$ cat src/include/spimp_map.svh
// register indices, field positions and reset values of the serial master port
// assumes the includer adds the two zero address bits itself (byte address = 4 * index)
`ifndef SPIMP_MAP_SVH
`define SPIMP_MAP_SVH

// register indices, byte address is four times the index
`define SPIMP_IDX_CLKDIV 14'h3000
`define SPIMP_IDX_CLKCTL 14'h3001
`define SPIMP_IDX_DEVCFG1 14'h3002
`define SPIMP_IDX_DEVCFG2 14'h3003
`define SPIMP_IDX_CMD1 14'h3004
`define SPIMP_IDX_CMD2 14'h3005
`define SPIMP_IDX_STAT1 14'h3006
`define SPIMP_IDX_STAT2 14'h3007
`define SPIMP_IDX_DATA1 14'h3008
`define SPIMP_IDX_DATA2 14'h3009
`define SPIMP_IDX_IRQSTAT 14'h300a
`define SPIMP_IDX_IRQMASK 14'h300b

// field positions
`define SPIMP_CLKCTL_EN 0
`define SPIMP_CFG1_CKP_LO 0
`define SPIMP_CFG1_CKPH_LO 4
`define SPIMP_CFG1_CSPOL_LO 8
`define SPIMP_CFG1_DLY_LO 12
`define SPIMP_CFG2_LOOP 0
`define SPIMP_CMD1_FLEN_HI 11
`define SPIMP_CMD1_CIE 14
`define SPIMP_CMD2_CS_HI 1
`define SPIMP_CMD2_LEN_LO 2
`define SPIMP_CMD2_GO 7
`define SPIMP_IRQ_CHAR 0
`define SPIMP_IRQ_FRAME 1

// reset values
`define SPIMP_RST_REG16 16'h0000
`define SPIMP_RST_CS_PINS 3'h7
`define SPIMP_CS_NONE 2'h3

`endif

$ cat src/include/spimp_pkg.sv
// types of the serial master port: bus carriers, states and the state record
// assumes nothing beyond a standard elaborator
package spimp_pkg;

  typedef enum logic [2:0] {ST_IDLE, ST_LEAD, ST_SHIFT, ST_GAP, ST_TRAIL} spimp_state_t;

  // apb request and answer
  typedef struct packed {
    logic psel;
    logic penable;
    logic pwrite;
    logic [15:0] paddr;
    logic [31:0] pwdata;
  } spimp_apb_req_t;

  typedef struct packed {
    logic [31:0] prdata;
    logic pready;
    logic pslverr;
  } spimp_apb_rsp_t;

  // whole state of the port
  typedef struct packed {
    spimp_state_t st;
    logic [15:0] clkdiv;
    logic [15:0] clkctl;
    logic [15:0] cfg1;
    logic [15:0] cfg2;
    logic [15:0] cmd1;
    logic [15:0] cmd2;
    logic [31:0] txd;
    logic [31:0] rxd;
    logic [31:0] tsh;
    logic [31:0] rsh;
    logic [15:0] div;
    logic [2:0] lead;
    logic [5:0] hcnt;
    logic [11:0] chars;
    logic [1:0] cs_act;
    logic sclk;
    logic mosi;
    logic [2:0] cs_pins;
    logic [1:0] irq_st;
    logic [1:0] irq_mask;
    logic irq;
    logic [1:0] rd_clr;
    spimp_apb_rsp_t rsp;
  } spimp_regs_t;

endpackage : spimp_pkg

$ cat src/design/spimp_top.sv
// serial master port: apb register file, clock divider, shifter, selects, interrupt
// assumes one clock, inputs synchronous to it, and an apb master on the bus side
//
// Contract
// - master only, drives clock and selects
// - full duplex characters of 1 to 32 bits
// - three separate slave select outputs
// - frame of 1 to 4096 characters
// - select to first bit delay 0-3 clocks
// - optional interrupt on each character done
// - serial clock divided from system clock
// - polarity and clock edge programmable
// - loopback feeds transmit data into receive
// - no dma requests, processor moves data
// - mode 0 is cpha 0, mode 1 cpha 1
`timescale 1ns/1ps
`default_nettype none
`include "spimp_map.svh"

module spimp_top #(
  parameter int NUM_CS = 3,
  parameter int MAX_CHAR = 32,
  parameter int MAX_FRAME = 4096
) (
  input wire logic clk_sys,
  input wire logic rst_b,
  input wire spimp_pkg::spimp_apb_req_t apb_req,
  output var spimp_pkg::spimp_apb_rsp_t apb_rsp,
  output logic ser_clk,
  output logic ser_out,
  input wire logic ser_in,
  output logic [2:0] slave_select_pins,
  output logic irq
);

  ////////////////////////////////////////////////////////////////////////////
  // elaboration checks
  generate
    if (NUM_CS != 3 || MAX_CHAR != 32 || MAX_FRAME != 4096) begin : g_bad
      $error("spimp_top: only 3 selects, 32-bit characters, 4096-char frames");
    end
  endgenerate

  spimp_pkg::spimp_regs_t r, n;

  logic tick;
  logic [1:0] sel;
  logic cpol;
  logic cpha;
  logic [5:0] last_h;
  logic rx_bit;
  logic setup;
  logic access;
  logic [13:0] idx;
  logic go;
  logic [2:0] cs_pol;

  // decode of current configuration
  assign tick = (r.div == 16'h0000);
  assign sel = (r.cs_act == `SPIMP_CS_NONE) ? 2'h0 : r.cs_act;
  assign cpol = r.cfg1[`SPIMP_CFG1_CKP_LO + sel];
  assign cpha = r.cfg1[`SPIMP_CFG1_CKPH_LO + sel];
  assign last_h = {r.cmd2[6:2], 1'b1};
  assign rx_bit = r.cfg2[`SPIMP_CFG2_LOOP] ? r.mosi : ser_in;
  assign setup = apb_req.psel && !apb_req.penable;
  assign access = apb_req.psel && apb_req.penable && r.rsp.pready;
  assign idx = apb_req.paddr[15:2];
  assign cs_pol = r.cfg1[`SPIMP_CFG1_CSPOL_LO +: 3];
  // a go bit starts one character when idle or between characters
  assign go = access && apb_req.pwrite && idx == `SPIMP_IDX_CMD2
    && apb_req.pwdata[`SPIMP_CMD2_GO] && r.clkctl[`SPIMP_CLKCTL_EN]
    && (r.st == spimp_pkg::ST_IDLE || r.st == spimp_pkg::ST_GAP)
    && (r.st == spimp_pkg::ST_GAP || apb_req.pwdata[1:0] != `SPIMP_CS_NONE);

  ////////////////////////////////////////////////////////////////////////////
  // next state
  always_comb begin
    logic [1:0] ev;
    logic [31:0] rd;
    logic hit;
    ev = 2'h0;
    rd = 32'h0000_0000;
    hit = 1'b1;
    n = r;
    // divider for half periods of the serial clock
    if (r.st == spimp_pkg::ST_IDLE || r.st == spimp_pkg::ST_GAP || tick) begin
      n.div = r.clkdiv;
    end else begin
      n.div = r.div - 16'h0001;
    end
    // apb setup phase: answer one cycle later
    n.rsp.pready = setup;
    n.rd_clr = 2'h0;
    if (setup) begin
      unique case (idx)
        `SPIMP_IDX_CLKDIV: rd = {16'h0000, r.clkdiv};
        `SPIMP_IDX_CLKCTL: rd = {16'h0000, r.clkctl};
        `SPIMP_IDX_DEVCFG1: rd = {16'h0000, r.cfg1};
        `SPIMP_IDX_DEVCFG2: rd = {16'h0000, r.cfg2};
        `SPIMP_IDX_CMD1: rd = {16'h0000, r.cmd1};
        `SPIMP_IDX_CMD2: rd = {16'h0000, r.cmd2};
        `SPIMP_IDX_STAT1: rd = {30'h0000_0000, r.st == spimp_pkg::ST_GAP,
          r.st != spimp_pkg::ST_IDLE && r.st != spimp_pkg::ST_GAP};
        `SPIMP_IDX_STAT2: rd = {20'h0_0000, r.chars};
        `SPIMP_IDX_DATA1: rd = {16'h0000, r.rxd[15:0]};
        `SPIMP_IDX_DATA2: rd = {16'h0000, r.rxd[31:16]};
        `SPIMP_IDX_IRQSTAT: rd = {30'h0000_0000, r.irq_st};
        `SPIMP_IDX_IRQMASK: rd = {30'h0000_0000, r.irq_mask};
        default: hit = 1'b0;
      endcase
      n.rsp.prdata = rd;
      n.rsp.pslverr = !hit || apb_req.paddr[1:0] != 2'h0;
      if (!apb_req.pwrite && hit && idx == `SPIMP_IDX_IRQSTAT) begin
        n.rd_clr = r.irq_st;
      end
    end
    // apb access phase: writes take effect here
    if (access && apb_req.pwrite && !r.rsp.pslverr) begin
      unique case (idx)
        `SPIMP_IDX_CLKDIV: n.clkdiv = apb_req.pwdata[15:0];
        `SPIMP_IDX_CLKCTL: n.clkctl = apb_req.pwdata[15:0];
        `SPIMP_IDX_DEVCFG1: n.cfg1 = apb_req.pwdata[15:0];
        `SPIMP_IDX_DEVCFG2: n.cfg2 = apb_req.pwdata[15:0];
        `SPIMP_IDX_CMD1: n.cmd1 = apb_req.pwdata[15:0];
        `SPIMP_IDX_DATA1: n.txd[15:0] = apb_req.pwdata[15:0];
        `SPIMP_IDX_DATA2: n.txd[31:16] = apb_req.pwdata[15:0];
        `SPIMP_IDX_IRQMASK: n.irq_mask = apb_req.pwdata[1:0];
        default: n.clkctl = r.clkctl;
      endcase
    end
    // transfer sequencer
    unique case (r.st)
      spimp_pkg::ST_IDLE, spimp_pkg::ST_GAP: begin
        if (go) begin
          if (r.st == spimp_pkg::ST_IDLE) begin
            n.cs_act = apb_req.pwdata[1:0];
          end
          n.cmd2 = {8'h00, 1'b0, apb_req.pwdata[6:0]};
          // left align the character so bit 31 leads
          n.tsh = r.txd << (5'd31 - apb_req.pwdata[6:2]);
          n.lead = {r.cfg1[`SPIMP_CFG1_DLY_LO +: 2], 1'b0};
          n.hcnt = 6'h00;
          n.st = spimp_pkg::ST_LEAD;
        end
      end
      spimp_pkg::ST_LEAD: begin
        if (tick) begin
          if (r.lead == 3'h0) begin
            n.mosi = r.tsh[31];
            n.st = spimp_pkg::ST_SHIFT;
          end else begin
            n.lead = r.lead - 3'h1;
          end
        end
      end
      spimp_pkg::ST_SHIFT: begin
        if (tick) begin
          n.sclk = !r.sclk;
          n.hcnt = r.hcnt + 6'h01;
          if (r.hcnt[0] ^ cpha) begin
            // launch edge: trailing for cpha 0, leading for cpha 1
            n.mosi = cpha ? r.tsh[31] : r.tsh[30];
            n.tsh = r.tsh << 1;
          end else begin
            n.rsh = {r.rsh[30:0], rx_bit};
          end
          if (r.hcnt == last_h) begin
            // last half period samples only in phase 1, so its bit is merged here
            n.rxd = cpha ? {r.rsh[30:0], rx_bit} : r.rsh;
            n.hcnt = 6'h00;
            n.chars = r.chars + 12'h001;
            ev[`SPIMP_IRQ_CHAR] = r.cmd1[`SPIMP_CMD1_CIE];
            if (r.chars == r.cmd1[`SPIMP_CMD1_FLEN_HI:0]) begin
              n.st = spimp_pkg::ST_TRAIL;
            end else begin
              n.st = spimp_pkg::ST_GAP;
            end
          end
        end
      end
      spimp_pkg::ST_TRAIL: begin
        if (tick) begin
          n.cs_act = `SPIMP_CS_NONE;
          n.chars = 12'h000;
          ev[`SPIMP_IRQ_FRAME] = 1'b1;
          n.st = spimp_pkg::ST_IDLE;
        end
      end
    endcase
    // idle clock level follows polarity of the chosen slave, or of slave 0 when none is chosen
    if (n.st == spimp_pkg::ST_IDLE || n.st == spimp_pkg::ST_LEAD || n.st == spimp_pkg::ST_GAP) begin
      n.sclk = r.cfg1[`SPIMP_CFG1_CKP_LO + ((n.cs_act == `SPIMP_CS_NONE) ? 2'h0 : n.cs_act)];
    end
    // a new event wins over the read clear
    n.irq_st = (r.irq_st & ~(access ? r.rd_clr : 2'h0)) | ev;
    n.irq = |(n.irq_st & n.irq_mask);
  end

  ////////////////////////////////////////////////////////////////////////////
  // select pins, one per slave, each with its own polarity
  // polarity comes from the next configuration so a write to it
  // moves the idle level at the same edge as the register itself
  logic [2:0] cs_nxt;
  logic [2:0] cs_pol_nxt;
  assign cs_pol_nxt = n.cfg1[`SPIMP_CFG1_CSPOL_LO +: 3];
  genvar gi;
  generate
    for (gi = 0; gi < 3; gi++) begin : g_cs
      assign cs_nxt[gi] = (n.cs_act == 2'(gi)) ? cs_pol_nxt[gi] : !cs_pol_nxt[gi];
    end
  endgenerate

  ////////////////////////////////////////////////////////////////////////////
  // state register
  always_ff @(posedge clk_sys or negedge rst_b) begin
    if (!rst_b) begin
      r <= '0;
      r.st <= spimp_pkg::ST_IDLE;
      r.cs_act <= `SPIMP_CS_NONE;
      r.cs_pins <= `SPIMP_RST_CS_PINS;
    end else begin
      r <= n;
      r.cs_pins <= cs_nxt;
    end
  end

  // outputs straight from flops; no dma request port exists
  assign apb_rsp = r.rsp;
  assign ser_clk = r.sclk;
  assign ser_out = r.mosi;
  assign slave_select_pins = r.cs_pins;
  assign irq = r.irq;

  ////////////////////////////////////////////////////////////////////////////
  // checks
  chk_idle_no_select: assert property (@(posedge clk_sys) disable iff (!rst_b)
    r.st == spimp_pkg::ST_IDLE && $past(r.st) == spimp_pkg::ST_IDLE
      |-> slave_select_pins == ~cs_pol)
    else $error("select active while idle");

  // the chosen select is already active while the lead delay runs
  chk_lead_select: assert property (@(posedge clk_sys) disable iff (!rst_b)
    r.st == spimp_pkg::ST_LEAD |-> slave_select_pins[sel] == cs_pol[sel])
    else $error("select not active during lead delay");

  chk_one_select: assert property (@(posedge clk_sys) disable iff (!rst_b)
    $onehot0(slave_select_pins ^ ~cs_pol))
    else $error("more than one select active");

  chk_select_held: assert property (@(posedge clk_sys) disable iff (!rst_b)
    r.st == spimp_pkg::ST_GAP |-> r.cs_act != `SPIMP_CS_NONE ##1 r.cs_act == $past(r.cs_act))
    else $error("select dropped inside frame");

  chk_clock_on_tick: assert property (@(posedge clk_sys) disable iff (!rst_b)
    r.st == spimp_pkg::ST_SHIFT && !tick |=> ser_clk == $past(ser_clk))
    else $error("serial clock moved off divider tick");

  chk_first_edge: assert property (@(posedge clk_sys) disable iff (!rst_b)
    r.st == spimp_pkg::ST_SHIFT && r.hcnt == 6'h00 && tick |=> ser_clk != cpol)
    else $error("first edge did not leave idle level");

  chk_lead_done: assert property (@(posedge clk_sys) disable iff (!rst_b)
    $rose(r.st == spimp_pkg::ST_SHIFT) |-> $past(r.lead) == 3'h0 && $past(tick))
    else $error("shift began before lead delay");

  chk_char_end: assert property (@(posedge clk_sys) disable iff (!rst_b)
    r.st == spimp_pkg::ST_SHIFT && tick && r.hcnt == last_h |=> r.st != spimp_pkg::ST_SHIFT)
    else $error("character ran past its length");

  chk_frame_end: assert property (@(posedge clk_sys) disable iff (!rst_b)
    r.st == spimp_pkg::ST_TRAIL |-> r.chars == r.cmd1[11:0] + 12'h001)
    else $error("frame ended at wrong count");

  chk_irq_level: assert property (@(posedge clk_sys) disable iff (!rst_b)
    irq == |(r.irq_st & r.irq_mask))
    else $error("interrupt not tied to masked status");

  chk_ready_pulse: assert property (@(posedge clk_sys) disable iff (!rst_b)
    apb_rsp.pready |-> $past(setup) ##1 !apb_rsp.pready)
    else $error("pready not a single cycle answer");

endmodule : spimp_top
`default_nettype wire

$ cat config.mk
export PLATFORM = sky130hd
export DESIGN_NAME = spimp_top
export DESIGN_NICKNAME = d
export VERILOG_FILES = /design/src/include/spimp_pkg.sv /design/src/design/spimp_top.sv
export VERILOG_INCLUDE_DIRS = /design/src /design/src/include
export SDC_FILE = /design/constraint.sdc
export NUM_CORES = 1
export LEC_CHECK = 0
export BUFFER_PORTS_ARGS = -buffer_cell sky130_fd_sc_hd__buf_2
export CORE_ASPECT_RATIO = 1.5
export CORE_MARGIN = 2
export CORE_UTILIZATION = 54
export CTS_CLUSTER_SIZE = 14
export DETAILED_ROUTE_END_ITERATION = 12
export PLACE_DENSITY_LB_ADDON = 0.15
export REMOVE_ABC_BUFFERS = 1
export SYNTH_ARGS = -nofsm -noshare
export SYNTH_HDL_FRONTEND = slang
export SYNTH_SLANG_ARGS = --single-unit
$ cat constraint.sdc
create_clock -name clk_sys -period 2.4 [get_ports clk_sys]
set_input_delay 0.12 -clock clk_sys [delete_from_list [all_inputs] [get_ports clk_sys]]
set_output_delay 0.12 -clock clk_sys [all_outputs]
set_load 0.05 [all_outputs]
==> impl_metrics.toml <==
[power_and_ir_drop]
swShare_pct = 22.23
seq_power_share_pct = 49.1
power_density_nw_per_um2 = 564.6
p_sw_mw = 2.189
p_leak_nw = 8.503
ir_drop_mv = 0.6023
comb_power_share_pct = 4.7
power_frac_clock_pct = 46.2
intPower_mw = 7.660

[routing]
drt_iter0_markers = 731
totalWireLength_mm = 41.36
vias = 11080
wl_per_cell_um = 22.72
vias_per_cell = 6.086
ant_nets = 0
drt_first_pass_iters = 6
drc = 0

[placed_design]
placed_area_um2 = 16130
place_ws_ns = -0.1541
placedCellCount = 1745
dp_hpwl_mm = 30.16
gp_congestion = 0.9506
port_buffers = 61

[final_layout]
final_cells = 1820
n_antenna_cell = 0
multiInputGateArea_um2 = 7151
fin_area_um2 = 17450
regArea_um2 = 7188
final_nets = 1520
areaGrowthSynthToFinish_pct = 17.65
fillCellCount = 2154
drive_gt1_share_pct = 30.92
fin_util_pct = 64.31

[floorplanning]
core_area_um2 = 27130
die_w_um = 139.3
ioPinCount = 94
rows = 74
initial_utilization_pct = 54.66
die_h_um = 207.0
die_area_um2 = 28830

[timing]
worst_pin_slew_ns = 0.6561
rsz0062_at_grt = "yes"
fin_skew_ns = 0.01061
fin_tns_setup_ns = 0
layout_setup_ws_ns = 0.08086
fin_crit_sh_pct = 96.63
maxSlewHeadroom_pct = 56.26
fmax_mhz = 431.2
hold_viol = 0
setup_viol = 0
final_max_slew_viol_count = 0
period_minus_slack_ns = 2.319

[yosys]
yosys.area.top_type = "dfrtp_1"
synth_edf_count = 0
synth_warnings = 0
synth.area.top_cells = "dfrtp_1 (48%), mux2_2 (11%), mux4_2 (4.4%)"
async_flop_share_pct = 100.0
synthCells = 1329
synth.most_common_cell = "dfrtp_1"
yosysTopAreaCellShare_pct = 47.59
avgSynthCellArea_um2 = 11.16
synth.distinct_cells = 70
synthTopCellsByCount = "dfrtp_1 (282), mux2_2 (151), nand2_1 (125), nor2_1 (95), a21oi_1 (73)"
synthFlopType = "dfrtp_1"
ys_ff_latch = 287
seq_area_frac_synth_pct = 48.47
synthesis.area_um2 = 14830

[setup_path]
critPathLaunchType = "flop"
cp_common_cell = "nand2b_1"
cp_top_family = "simple AND/OR/NAND/NOR gates"
critPathArrivalTime_ns = 2.76
cp_num_buf_inv = 1
cp-end-kind = "flop"
max_stage_delay_ns = 0.39
crit_path_top_delay_cell = "dfrtp_1"
worstSetupPathType = "flop to flop"
cp_max_fo = 8
required_ns = 2.84
crit_chain = "buf_4, nand2b_1, nand2b_1, nor3_1, o21a_1, nand4_1, mux2_2"

[cts]
clkSlewWorstSetupHoldPaths_ns = 0.06
clk-insertion-delay-late_ns = 0.56
cts_root_buf = "clkbuf_16"
cts_tree = "built"
clockBufferDepth = 3
cts_sinks = 287
cts_buffers = 29
htreeDepth = 1

[status]
outcome = "completed"

[grt]
antenna_found_initial = 0
grt_max_degree = 78
globalRouteOverflowTotal = 0
grt_pass1_wl_mm = 64.29
grt_usage_pct = 28.90
first_global_vias = 11220

[job]
maxCapViolCount = 0

[worst_hold_path]
hold_path_class = "input pin to flop"
[worst reg2reg max path: stages, from the launching register on]
cell      delay (ns)
dfrtp_1         0.39
buf_4           0.17
nand2b_1        0.21
nand2b_1        0.24
nor3_1          0.38
o21a_1          0.38
nand4_1         0.15
mux2_2          0.29
[layer usage]
metal  vias up  global-route usage, %  part of all wire [%]
met5         -                      0                     0
met4         0                  13.02                   4.6
met3        84                  3.137                   3.9
met2       287                  53.82                    54
met1      5627                  33.55                    38
li1       5078                      -                     -
[per-stage QoR]
step	power, mW	hold slack (ns)
2_1_floorplan	5.059	-0.1756
3_3_place_gp	5.366	0.1497
3_5_place_dp	5.369	0.1532
4_1_cts	9.941	0.02552
5_1_grt	10.17	0.04874
6_report	9.850	0.03120
[power by group through the flow]
stage          registers [mW]  logic [mW]  clock network (mW)
5_1_grt                  4.84       0.498                4.84
3_3_place_gp             4.93       0.437                   0
4_1_cts                  4.84       0.463                4.64
3_5_place_dp             4.93       0.441                   0
6_report                 4.84       0.459                4.55
2_1_floorplan            4.93       0.125                   0
[flip-flops by register name, summed over array words and instances, names as in the netlist]
name / flops
apb_rsp: 18
cs_pol: 3
irq: 1
ser_out: 1
slave_select_pins: 3
ser_clk: 1
last_h: 5
r: 255
[placed cells by master, fill, tap and decap left out, types with 7 or more instances in the layout]
cell type | netlist | layout
mux2_2 | 151 | 151
xnor2_1 | 24 | 24
buf_12 | 0 | 18
nor2_1 | 95 | 93
buf_4 | 40 | 104
conb_1 | 1 | 16
a22oi_1 | 42 | 42
dlygate4sd3_1 | 0 | 18
clkbuf_16 | 0 | 30
o21ai_0 | 69 | 68
and2_1 | 7 | 7
dfrtp_1 | 282 | 282
nor3_1 | 11 | 11
inv_1 | 15 | 15
nand3_1 | 20 | 20
nand2_1 | 125 | 124
nand4_1 | 22 | 22
a22o_1 | 19 | 19
a21oi_1 | 73 | 72
and3_1 | 9 | 9
buf_2 | 29 | 60
mux2_4 | 8 | 8
mux4_2 | 29 | 29
xor2_1 | 16 | 16
nand2b_1 | 10 | 10
a222oi_1 | 21 | 21
mux2i_1 | 63 | 63
[path summary, 6_finish.rpt]
path	cells past startpoint	start	slack, ns	endpoint
min reg2reg	2	apb_rsp[3]	0.46	apb_rsp[3]
max reg2reg	7	r[309]	0.08	r[58]
min in group asynchronous	2	rst_b	0.14	r[127]
min	4	apb_req[3]	0.03	last_h[2]
max in group asynchronous	3	rst_b	1.43	cs_pol[2]
max	7	r[309]	0.08	r[58]
[repair_timing]
item	CTS	global route
cloned	0	1
gates resized for setup	6	15
setup endpoints to repair	33	61
pin swaps	1	7
hold endpoints to repair	133	0
buffers inserted	0	7
hold buffers	18	0
[area by class of cell]
class / count / area share, %
Clock buffer: 40 / 4.683
Timing Repair Buffer: 203 / 9.588
Sequential cell: 287 / 41.20
Clock inverter: 9 / 0.7674
Tap cell: 342 / 2.453
Multi-Input combinational cell: 924 / 40.99
Inverter: 15 / 0.3227
[cells by family (layout without fill, tap and decap cells)]
family | count (synthesis) | count (layout) | synth area share [%]
xor+xnor | 40 | 40 | 2.362
buf+inv | 133 | 267 | 4.674
compound gates | 260 | 260 | 11.57
simple gates | 350 | 350 | 11.38
mux | 252 | 252 | 21.01
flops | 287 | 287 | 48.47
other cells | 1 | 16 | 0.02529
fa+ha+maj | 6 | 6 | 0.5062
No activity file was read; power rests on OpenSTA's default activity.
